--- src/common/ccl_pkg.sv ---
/*
 configuration control lock register package: offsets, field positions, reset values, carrier types.
 assumes an apb slave with 32-bit data and word-aligned registers.
*/
package ccl_pkg;
  localparam logic [11:0] CFG_CTRL_OFS = 12'h000;
  localparam logic [11:0] PIN_ROUTE_OFS = 12'h010;
  localparam logic [11:0] MOD_GATE_OFS = 12'h020;
  localparam int PIN_LOCK_POS = 13;
  localparam int MOD_LOCK_POS = 12;
  localparam int DBG_EN_POS = 3;
  localparam int TWO_WIRE_POS = 0;
  localparam logic [31:0] CFG_ONES_MASK = 32'h0000_0006;
  localparam logic DBG_EN_RST = 1'b1;
  localparam logic TWO_WIRE_RST = 1'b1;
  localparam logic LOCK_RST = 1'b0;
  localparam logic [31:0] GATED_RST = 32'h0000_0000;

  typedef struct packed {
    logic pin_routing_lock;
    logic module_disable_lock;
    logic debug_port_enable;
    logic two_wire_data_out_use;
  } ccl_cfg_t;

  typedef struct packed {
    logic sel;
    logic en;
    logic wr;
    logic [11:0] addr;
    logic [31:0] wdata;
  } ccl_apb_req_t;
endpackage

--- src/hw/ccl_gated_reg.sv ---
/*
 one 32-bit software register whose writes can be locked out.
 assumes write strobe and data from the apb slave in the same clock domain.
*/
`timescale 1ns/1ps
module ccl_gated_reg (
  input wire logic pclk,
  input wire logic presetn,
  input wire logic wr_stb,
  input wire logic locked,
  input wire logic [31:0] wdata,
  output logic [31:0] value
);
  typedef struct packed {
    logic [31:0] val;
  } ccl_gst_t;

  ccl_gst_t st_q;
  ccl_gst_t st_d;

  always_comb begin
    st_d = st_q;
    // write blocked when locked
    if (wr_stb && !locked) begin
      st_d.val = wdata;
    end
  end

  always_ff @(posedge pclk or negedge presetn) begin
    if (!presetn) begin
      st_q <= '{val: ccl_pkg::GATED_RST};
    end else begin
      st_q <= st_d;
    end
  end

  assign value = st_q.val;
endmodule

--- src/hw/ccl_top.sv ---
/*
 configuration control register with pin-routing and module-disable write locks, on apb.
 assumes unlock_active comes from same-clock system logic; gated banks held here as one word each.
*/
// Notes on behaviour
// - pin-routing lock set blocks routing writes
// - module lock set blocks power-gate writes
// - debug enable drives port, resets to one
// - bit zero selects two-wire data-out use
// - lock bits change only after unlock
// - unused bits read zero, bits 2-1 one
`timescale 1ns/1ps
module ccl_top (
  input wire logic pclk,
  input wire logic presetn,
  input wire logic psel,
  input wire logic penable,
  input wire logic pwrite,
  input wire logic [11:0] paddr,
  input wire logic [31:0] pwdata,
  input wire logic [3:0] pstrb,
  output logic [31:0] prdata,
  output logic pready,
  output logic pslverr,
  input wire logic unlock_active,
  output logic debug_port_enable,
  output logic two_wire_data_out_use,
  output logic [31:0] pin_routing_registers,
  output logic [31:0] module_power_gate_registers
);
  typedef struct packed {
    ccl_pkg::ccl_cfg_t cfg;
    logic [31:0] rdata;
    logic err;
  } ccl_st_t;

  ccl_st_t st_q;
  ccl_st_t st_d;
  ccl_pkg::ccl_apb_req_t req;
  logic wr_acc;
  logic rd_acc;
  logic [31:0] cfg_word;

  function automatic logic hit(input logic [11:0] a, input logic [11:0] ofs);
    hit = (a == ofs);
  endfunction

  assign req = '{sel: psel, en: penable, wr: pwrite, addr: paddr, wdata: pwdata};
  assign wr_acc = req.sel && req.en && req.wr;
  assign rd_acc = req.sel && !req.en && !req.wr;

  always_comb begin
    cfg_word = ccl_pkg::CFG_ONES_MASK;
    cfg_word[ccl_pkg::PIN_LOCK_POS] = st_q.cfg.pin_routing_lock;
    cfg_word[ccl_pkg::MOD_LOCK_POS] = st_q.cfg.module_disable_lock;
    cfg_word[ccl_pkg::DBG_EN_POS] = st_q.cfg.debug_port_enable;
    cfg_word[ccl_pkg::TWO_WIRE_POS] = st_q.cfg.two_wire_data_out_use;
  end

  always_comb begin
    st_d = st_q;
    if (wr_acc && hit(req.addr, ccl_pkg::CFG_CTRL_OFS)) begin
      if (unlock_active && pstrb[1]) begin
        st_d.cfg.pin_routing_lock = req.wdata[ccl_pkg::PIN_LOCK_POS];
        st_d.cfg.module_disable_lock = req.wdata[ccl_pkg::MOD_LOCK_POS];
      end
      if (pstrb[0]) begin
        st_d.cfg.debug_port_enable = req.wdata[ccl_pkg::DBG_EN_POS];
        st_d.cfg.two_wire_data_out_use = req.wdata[ccl_pkg::TWO_WIRE_POS];
      end
    end
    if (rd_acc) begin
      st_d.err = 1'b0;
      if (hit(req.addr, ccl_pkg::CFG_CTRL_OFS)) begin
        st_d.rdata = cfg_word;
      end else if (hit(req.addr, ccl_pkg::PIN_ROUTE_OFS)) begin
        st_d.rdata = pin_routing_registers;
      end else if (hit(req.addr, ccl_pkg::MOD_GATE_OFS)) begin
        st_d.rdata = module_power_gate_registers;
      end else begin
        st_d.rdata = 32'h0000_0000;
        st_d.err = 1'b1;
      end
    end else if (req.sel && !req.en) begin
      st_d.rdata = 32'h0000_0000;
      st_d.err = !(hit(req.addr, ccl_pkg::CFG_CTRL_OFS) || hit(req.addr, ccl_pkg::PIN_ROUTE_OFS)
                   || hit(req.addr, ccl_pkg::MOD_GATE_OFS));
    end
  end

  always_ff @(posedge pclk or negedge presetn) begin
    if (!presetn) begin
      st_q <= '{cfg: '{pin_routing_lock: ccl_pkg::LOCK_RST, module_disable_lock: ccl_pkg::LOCK_RST,
                       debug_port_enable: ccl_pkg::DBG_EN_RST, two_wire_data_out_use: ccl_pkg::TWO_WIRE_RST},
                rdata: 32'h0000_0000, err: 1'b0};
    end else begin
      st_q <= st_d;
    end
  end

  ccl_gated_reg u_pin_route (
    .pclk(pclk),
    .presetn(presetn),
    .wr_stb(wr_acc && hit(req.addr, ccl_pkg::PIN_ROUTE_OFS)),
    .locked(st_q.cfg.pin_routing_lock),
    .wdata(req.wdata),
    .value(pin_routing_registers)
  );

  ccl_gated_reg u_mod_gate (
    .pclk(pclk),
    .presetn(presetn),
    .wr_stb(wr_acc && hit(req.addr, ccl_pkg::MOD_GATE_OFS)),
    .locked(st_q.cfg.module_disable_lock),
    .wdata(req.wdata),
    .value(module_power_gate_registers)
  );

  assign prdata = st_q.rdata;
  assign pready = 1'b1;
  assign pslverr = st_q.err && psel && penable;
  assign debug_port_enable = st_q.cfg.debug_port_enable;
  assign two_wire_data_out_use = st_q.cfg.two_wire_data_out_use;
endmodule

--- config.mk ---
export PLATFORM = sky130hd
export DESIGN_NAME = ccl_top
export DESIGN_NICKNAME = d
export VERILOG_FILES = /design/src/common/ccl_pkg.sv /design/src/hw/ccl_gated_reg.sv /design/src/hw/ccl_top.sv
export SDC_FILE = /design/constraint.sdc
export NUM_CORES = 1
export LEC_CHECK = 0
export BUFFER_PORTS_ARGS = -buffer_cell sky130_fd_sc_hd__buf_2
export CAP_MARGIN = 5
export CELL_PAD_IN_SITES_DETAIL_PLACEMENT = 0
export CELL_PAD_IN_SITES_GLOBAL_PLACEMENT = 1
export CORE_MARGIN = 2
export CORE_UTILIZATION = 39
export DETAILED_ROUTE_END_ITERATION = 10
export HOLD_SLACK_MARGIN = 0.02
export PLACE_DENSITY = 0.82
export SLEW_MARGIN = 0
export SYNTH_ARGS = -nofsm -noshare
export SYNTH_HDL_FRONTEND = slang
export SYNTH_SLANG_ARGS = --single-unit
--- constraint.sdc ---
create_clock -name pclk -period 2 [get_ports pclk]
set_input_delay 0.2 -clock pclk [delete_from_list [all_inputs] [get_ports pclk]]
set_output_delay 0.2 -clock pclk [all_outputs]
set_load 0.02 [all_outputs]
### Word level (Yosys, flattened, before mapping)

Index checks and enable logic that the tools add are counted.
Widths: inputs -> output; s select.

* word-level logic and storage cells: 41
* input bits: 54
* register bits after elaboration: 101
* output and inout bits: 100

* multiplexer cells: 8
* eq/ne operators: 2
* reductions and logical operators: 23

Operator list (count)
* $mux 32: 3
* $mux 33: 2
* $eq 12x5->1 const B: 1
* $eq 12x6->1 const B: 1
* $logic_and 1x1->1: 12
* $logic_not 12->1: 1
* $logic_not 1->1: 5
* $reduce_and 2->1: 2
* $mux 1: 3
* $logic_or 1x1->1: 2
* $reduce_bool 2->1: 1

### Longest topological paths before layout

Gate-level depths: netlist of run 1.

* depth in word-level cells: 6
* gate-level depth with buffers: 7
* gate-level depth less buffers: 4

### Hierarchy

A second synthesis of run 1 with hierarchy kept.

* cells, all modules: 361
* area, all modules: 4760.8 um^2

Modules (own cells, without submodules)
* ccl_gated_reg: area an instance 1358.8 um^2, cells each 69, seq. area each 800.8 um^2, times used 2
* ccl_top: area an instance 2043.2 um^2, cells each 223, seq. area each 928.4 um^2, times used 1

### Least setup slack after synthesis of run 1

Ideal clock, no wire load.

* path kind: input to register
* start point: in paddr[11]
* end point: reg u_pin_route.st_q, in the netlist u_pin_route.value[10]
* stages: 6
* setup slack: 0.093 ns
* data arrival time: 1.782 ns
* required time: 1.875 ns
* buffers on the path: 2
* library setup time: 0.125 ns
* path through: nor4_2 > nand2_1 > or4b_1 > buf_6 > buf_12 > mux2_4

* word-level cells in the longest chain between the ends: 3

Ends and longest elaborated chain
* from (decl): RTL line ccl_top.sv:19 `input wire logic [11:0] paddr,`
* $eq 12x5->1: RTL line ccl_top.sv:45 `hit = (a == ofs);`
* $logic_and 1x1->1: RTL line ccl_top.sv:104 `.wr_stb(wr_acc && hit(req.addr, ccl_pkg::PIN_ROUTE_OFS)),`
* $logic_and 1x1->1: RTL line ccl_gated_reg.sv:24 `if (wr_stb && !locked) begin`
* to (signal assigned): RTL line ccl_gated_reg.sv:31 `st_q <= '{val: ccl_pkg::GATED_RST};`
* to (signal assigned): RTL line ccl_gated_reg.sv:33 `st_q <= st_d;`
* to (decl): RTL line ccl_gated_reg.sv:18 `ccl_gst_t st_q;`

Every way passes these cells.
A chain may end at the register's enable or synchronous reset.

### Worst setup path in the final report of run 1

* start point: reg st_q, in the netlist cfg_word[13]
* end point: reg u_pin_route.st_q, in the netlist u_pin_route.value[22]

* word-level cells in the longest chain between the ends: 2

Ends and longest elaborated chain
* from (decl): RTL line ccl_top.sv:37 `ccl_st_t st_q;`
* from (signal assigned): RTL line ccl_top.sv:93 `st_q <= '{cfg: '{pin_routing_lock: ccl_pkg::LOCK_RST, module_disable_lock: ccl_pkg::LOCK_RST,`
* from (signal assigned): RTL line ccl_top.sv:97 `st_q <= st_d;`
* $logic_not 1->1: RTL line ccl_gated_reg.sv:24
* $logic_and 1x1->1: RTL line ccl_gated_reg.sv:24

Every way passes these cells.

==> results of run 1 <==
timing repair:
action                    CTS  global route
hold endpoints to repair   29             0
buffers inserted            0             0
hold buffers                1             0
cell type report:
class	count	area, um^2
fillers	1044	5850
multi-input cells	194	1610
inverters	8	30.0
flip-flops and latches	101	2530
clock inverters	4	45.0
clock buffers	12	267
repair buffers	168	916
well taps	143	179
Yosys cell counts, types with 5 or more instances:
master | number | area, um^2
inv_1 | 7 | 26.3
mux2_4 | 30 | 450
buf_4 | 33 | 248
mux2_2 | 36 | 405
o21ai_1 | 20 | 100
o21ai_0 | 16 | 80.1
clkbuf_1 | 12 | 45.0
buf_2 | 5 | 25.0
a22oi_1 | 26 | 195
dfrtp_1 | 99 | 2480
nand2_1 | 35 | 131
worst paths after layout:
kind,cells after the start,from,end
setup / recovery,3,cfg_word[13]$_DFFE_PN0P_,u_pin_route.value[22]$_DFFE_PN0P_
hold / removal,2,pwdata[1],u_pin_route.value[1]$_DFFE_PN0P_
setup reg to reg,3,cfg_word[13]$_DFFE_PN0P_,u_pin_route.value[22]$_DFFE_PN0P_
hold reg to reg,2,prdata[20]$_DFFE_PN0P_,prdata[20]$_DFFE_PN0P_
max in group asynchronous,3,presetn,two_wire_data_out_use$_DFFE_PN1P_
min in group asynchronous,2,presetn,u_mod_gate.value[4]$_DFFE_PN0P_
cells by family (layout without fill, tap and decap cells):
family / count (synthesis) / in the layout / synth area share
AOI/OAI and AO/OA: 72 / 72 / 0.0981
buffers and inverters: 62 / 192 / 0.0921
DFF: 101 / 101 / 0.556
muxes: 68 / 68 / 0.193
other: 1 / 1 / 0.000824
and+or+nand+nor: 53 / 53 / 0.0602
flip-flops by register name (all words and copies together) (netlist names):
name,flops
cfg_word,2
debug_port_enable,1
prdata,32
st_q,1
two_wire_data_out_use,1
u_mod_gate.value,32
u_pin_route.value,32
cell usage in the layout, fill, tap and decap left out, drive strengths merged, types with 3 or more instances in the layout:
cell type | Yosys | layout
a21oi | 4 | 4
nand2 | 35 | 35
buf | 42 | 167
clkbuf | 12 | 12
nor2 | 3 | 3
dfrtp | 99 | 99
o21ai | 36 | 36
mux2 | 68 | 68
inv | 8 | 8
a22oi | 26 | 26
o221ai | 4 | 4
nor4 | 4 | 4
clkinv | 0 | 3
report_power, final:
group          total, mW  internal, mW  switching, mW
clock               1.80          1.07          0.730
sequential          2.05          2.05        0.00343
combinational      0.191        0.0692          0.122
total               4.04          3.18          0.855
metal layers:
layer / vias to the layer above / routed length, um / global-route usage / share of wire
li1: 1470 / - / - / -
met1: 1609 / 4710 / 0.237 / 0.44
met2: 136 / 5130 / 0.274 / 0.48
met3: 9 / 776 / 0.0459 / 0.072
met4: 0 / 120 / 0.0496 / 0.011
met5: - / 0 / 0 / 0
stage by stage:
step                setup TNS [ps]  hold slack (ps)  instances
finish                           0             94.5        630
global route                     0             91.2        630
CTS                              0             83.2        630
detailed placement           -3240              171        613
global placement             -2210              163        613
floorplan                        0            -95.6        357
==> impl_metrics.json, run 1 <==
{
  "status": "complete, no violations",
  "clk_latency_ps": 340,
  "wl_um": 10700,
  "cts_resized": 0,
  "boundaryPins": 154,
  "finalCritPeriodShare": 0.910,
  "synth_async_sr_flop_share": 1.00,
  "pre_cts_slack_ps": -122,
  "cp.required_ps": 2220,
  "fin_ws_ps": 180,
  "fmax_mhz": 550,
  "path_max_fanout": 32,
  "cts_htree_levels": 3,
  "path_cells": "or4b_2 > buf_12 > mux2_4",
  "critPathLaunchType": "flop",
  "ff2ff_setup_slack_ps": 180,
  "die_w_um": 112,
  "yosysSeqAreaShare": 0.556,
  "grt_use_total": 0.173,
  "initial_core_util": 0.399,
  "worst_path_dominant_cell_family": "simple AND/OR/NAND/NOR gates",
  "cap_violations": 0,
  "post_synth_num_cell_types": 33,
  "nets": 536,
  "grt_pass1_wl_um": 17500,
  "drv_slew": 0,
  "end_kind": "flop",
  "p_per_area_nw_per_um2": 725,
  "finalHoldViolations": 0,
  "hpwl_um": 7480,
  "cts_tree": "yes",
  "layout_min_cycle_time_ps": 1820,
  "clockRootBuffer": "clkbuf_16",
  "fp-row-count": 39,
  "peakVddDrop_mv": 0.381,
  "overflow": 0,
  "cts_sinks": 101,
  "clk_pin_slew_ps": 60,
  "yosys_register_bits": 101,
  "power_leakage_nw": 3.06,
  "port_buffers": 150,
  "ant_nets": 0,
  "cts_buffer_depth": 2,
  "synth_cells": 357,
  "syn_to_final_growth_pct": 22.4,
  "fin_worst_skew_ps": 3.32,
  "final_util": 0.488,
  "grt_antenna_before_repair": 0,
  "path_buf_inv": 1,
  "vias": 3224,
  "synthesis.area_um2": 4550,
  "synth.avg_cell_area_um2": 12.8,
  "drive_above_1_share": 0.528,
  "drt-vias-per-instance": 5.12,
  "postPlaceCellArea_um2": 5250,
  "gp_congestion": 0.773,
  "fp.coreArea_um2": 11400,
  "total_power_mw": 4.04,
  "die_area_um2": 12600,
  "diodes": 0,
  "critical_path_class": "reg -> reg",
  "synth_edf_count": 0,
  "finish.instance_area_um2": 5570,
  "drt-wirelength-per-cell_um": 17.1,
  "yosys_warnings": 0,
  "synth_flop_cell": "dfrtp_1",
  "slowest_delay_ps": 710,
  "grt_max_degree": 46,
  "setup_viol": 0,
  "synth_nets": 411,
  "fp.dieH_um": 112,
  "numCtsBuffers": 9,
  "drcViolationCount": 0,
  "cp_slowest_cell": "or4b_2",
  "drt_iter0_drc": 231,
  "min_path_type": "in -> reg",
  "dr.pass1.iters": 4,
  "cp.arrival_ps": 2040,
  "grt_pass1_vias": 3281,
  "grt_setup_unrepaired": "false"
}
Power figures use the tool's default switching activity.
==> run 2: changes to the inputs <==
CORE_UTILIZATION = 40   (was 39)
PLACE_DENSITY = 0.83   (was 0.82)
SYNTH_HIERARCHICAL = 1   (was unset)
==> run 2 against run 1 <==
The flow now finishes with violations (DRC); setup slack improved by 200 ps; sequential cell count stayed put; combinational power is 3% higher; design area rose by 2.2%; non-clock buffer count fell by 4; clock skew is 4.6 ps higher; sequential share of layout area down 1.0 points; register-to-register slack gained 510 ps; hold slack improved by 6.8 ps; clock-buffer cell count grew 3; clock power down 9%; area after synthesis up 4.6%; largest cell class unchanged; largest power group unchanged.
==> impl_metrics.json, run 2 <==
{
  "port_buffers": 150,
  "drt-wirelength-per-cell_um": 17.6,
  "final_cell_mix": "buf_2 (149), dfrtp_1 (99), mux2_4 (60)",
  "ant_nets": 0,
  "drv_slew": 0,
  "synthTopCellsByCount": "dfrtp_1 (99), mux2_4 (60), buf_4 (34), nand2_1 (34), o21ai_0 (29)",
  "fmax_mhz": 618,
  "drcViolationCount": 9,
  "cp_slowest_cell": "mux2_2",
  "overflow": 0,
  "peakVddDrop_mv": 0.388,
  "synth_most_common_cell": "dfrtp_1",
  "worstMarginPinSlew_ps": 580,
  "synth_edf_count": 0,
  "gp_congestion": 0.789,
  "initial_core_util": 0.413,
  "drt-vias-per-instance": 5.06,
  "nets": 535,
  "vias": 3184,
  "hpwl_um": 7430,
  "numCtsBuffers": 9,
  "synthesis.area_um2": 4760,
  "cap_violations": 0,
  "cts_htree_levels": 3,
  "yosys_warnings": 6,
  "synth.avg_cell_area_um2": 13.2,
  "synth_flop_cell": "dfrtp_1",
  "path_cells": "buf_2 > nor4_4 > nand3_2 > nor3b_1 > nor2b_4 > buf_12 > mux2_2",
  "swShare": 0.221,
  "p_seq_frac": 0.527,
  "layout.cells.most_common": "buf_2",
  "critical_path_class": "in -> reg",
  "die_w_um": 113,
  "grt_setup_unrepaired": "false",
  "ff2ff_path_depth": 3,
  "combPwrFrac": 0.051,
  "power_leakage_nw": 2.96,
  "grt_use_total": 0.176,
  "clockRootBuffer": "clkbuf_16",
  "cp.arrival_ps": 1840,
  "yosys_register_bits": 101,
  "finalHoldViolations": 0,
  "critPathLaunchType": "input pin",
  "setup_viol": 0,
  "relSlewSlack": 0.613,
  "fp-row-count": 39,
  "final_util": 0.495,
  "grt_util_met1": 0.223,
  "synth_nets": 415,
  "synth_async_sr_flop_share": 1.00,
  "whs_path_depth": 2,
  "pre_cts_slack_ps": 59.9,
  "cp.required_ps": 2220,
  "postPlaceCellArea_um2": 5410,
  "dr.pass1.iters": 7,
  "switching_power_uw": 858,
  "finalCritPeriodShare": 0.809,
  "ff2ff_setup_slack_ps": 690,
  "tns_ps": 0,
  "violations": "DRC",
  "synth_cells": 361,
  "slowest_delay_ps": 360,
  "synth_top_area_frac": 0.520,
  "r2r-start": "cfg_word[12]$_DFFE_PN0P_",
  "path_buf_inv": 2,
  "grt_max_degree": 102,
  "total_power_mw": 3.89,
  "yosysTopAreaCell": "dfrtp_1",
  "fin_worst_skew_ps": 7.96,
  "cts_buffer_depth": 2,
  "grt_pass1_vias": 3315,
  "hp-start": "pwdata[6]",
  "boundaryPins": 154,
  "syn_to_final_growth_pct": 19.7,
  "post_synth_num_cell_types": 33,
  "synth.area.top_cells": "dfrtp_1 (52%), mux2_4 (19%), buf_4 (5.4%), a22oi_1 (4.1%), o21ai_0 (3.0%)",
  "busiest_layer": "met2",
  "p_per_area_nw_per_um2": 682,
  "p_int_mw": 3.03,
  "fp.coreArea_um2": 11500,
  "worst_path_dominant_cell_family": "simple AND/OR/NAND/NOR gates",
  "clk_latency_ps": 340,
  "min_path_type": "in -> reg",
  "layout_min_cycle_time_ps": 1620,
  "drt_iter0_drc": 281,
  "cts_resized": 0,
  "fin_ws_ps": 382,
  "wl_um": 11100,
  "grt_use_met3": 0.0455,
  "gr-usage-met2": 0.295,
  "finish.instance_area_um2": 5700,
  "path_max_fanout": 20,
  "whs_endpoint": "u_pin_route/value[6]$_DFFE_PN0P_",
  "cts_sinks": 101,
  "yosysSeqAreaShare": 0.531,
  "clk_pin_slew_ps": 60,
  "end_kind": "flop",
  "die_area_um2": 12800,
  "grt_antenna_before_repair": 0,
  "grt_pass1_wl_um": 17700,
  "timing.rr.end": "u_mod_gate/value[31]$_DFFE_PN0P_",
  "diodes": 0,
  "cts_tree": "yes",
  "fp.dieH_um": 113,
  "drive_above_1_share": 0.527,
  "status": "complete, but fails checks",
  "power.share.clock": 0.422
}
==> run 2: cell families (layout without fill, tap and decap cells) <==
family                 after synthesis  count (layout)  share of synthesized area
flip-flops                         101             101                      0.531
AO/OA/AOI/OAI                       72              72                     0.0936
multiplexers                        68              68                      0.208
buffers and inverters               63             188                      0.103
AND/OR/NAND/NOR                     56              56                     0.0633
other                                1               1                   0.000788
==> run 2: layer usage <==
layer	vias up	part of all wire
met1	1606	0.42
met3	13	0.062
met2	107	0.50
met5	-	0
li1	1458	-
met4	0	0.013
==> run 2: metrics by stage <==
stage	hold WS, ps	instances
6_report	101	629
5_1_grt	92.0	629
4_1_cts	85.4	629
3_5_place_dp	308	612
3_3_place_gp	297	612
2_1_floorplan	-95.6	361
==> run 2: power groups by stage <==
stage	logic [mW]	clock network (mW)	registers [mW]
after floorplan	0.0582	0	2.09
after global placement	0.192	0	2.09
after detailed placement	0.199	0	2.09
after CTS	0.202	1.69	2.05
after global routing	0.219	1.79	2.05
final	0.197	1.64	2.05
==> run 2: final cells by class <==
cell class              instances  area, um^2
repair buffers                164         936
flip-flops and latches        101        2530
clock buffers                  15         268
multi-input cells             197        1750
well taps                     143         179
inverters                       8        30.0
clock inverters                 1        7.51
fillers                      1035        5820
==> run 2: how the worst max path moves through the flow <==
stage             start                                end  cells past startpoint
2_1_floorplan  paddr[4]    u_mod_gate/value[0]$_DFFE_PN0P_                      9
3_3_place_gp   paddr[9]  u_pin_route/value[28]$_DFFE_PN0P_                      7
3_5_place_dp   paddr[9]  u_pin_route/value[28]$_DFFE_PN0P_                      7
4_1_cts        paddr[9]   u_mod_gate/value[31]$_DFFE_PN0P_                      7
5_1_grt        paddr[9]  u_pin_route/value[28]$_DFFE_PN0P_                      7
6_report       paddr[9]   u_mod_gate/value[31]$_DFFE_PN0P_                      7
==> run 2: what timing repair did <==
action | 4_1_cts | 5_1_grt
setup buffers | 0 | 0
hold buffers | 1 | 0
hold endpoints to repair | 99 | 0
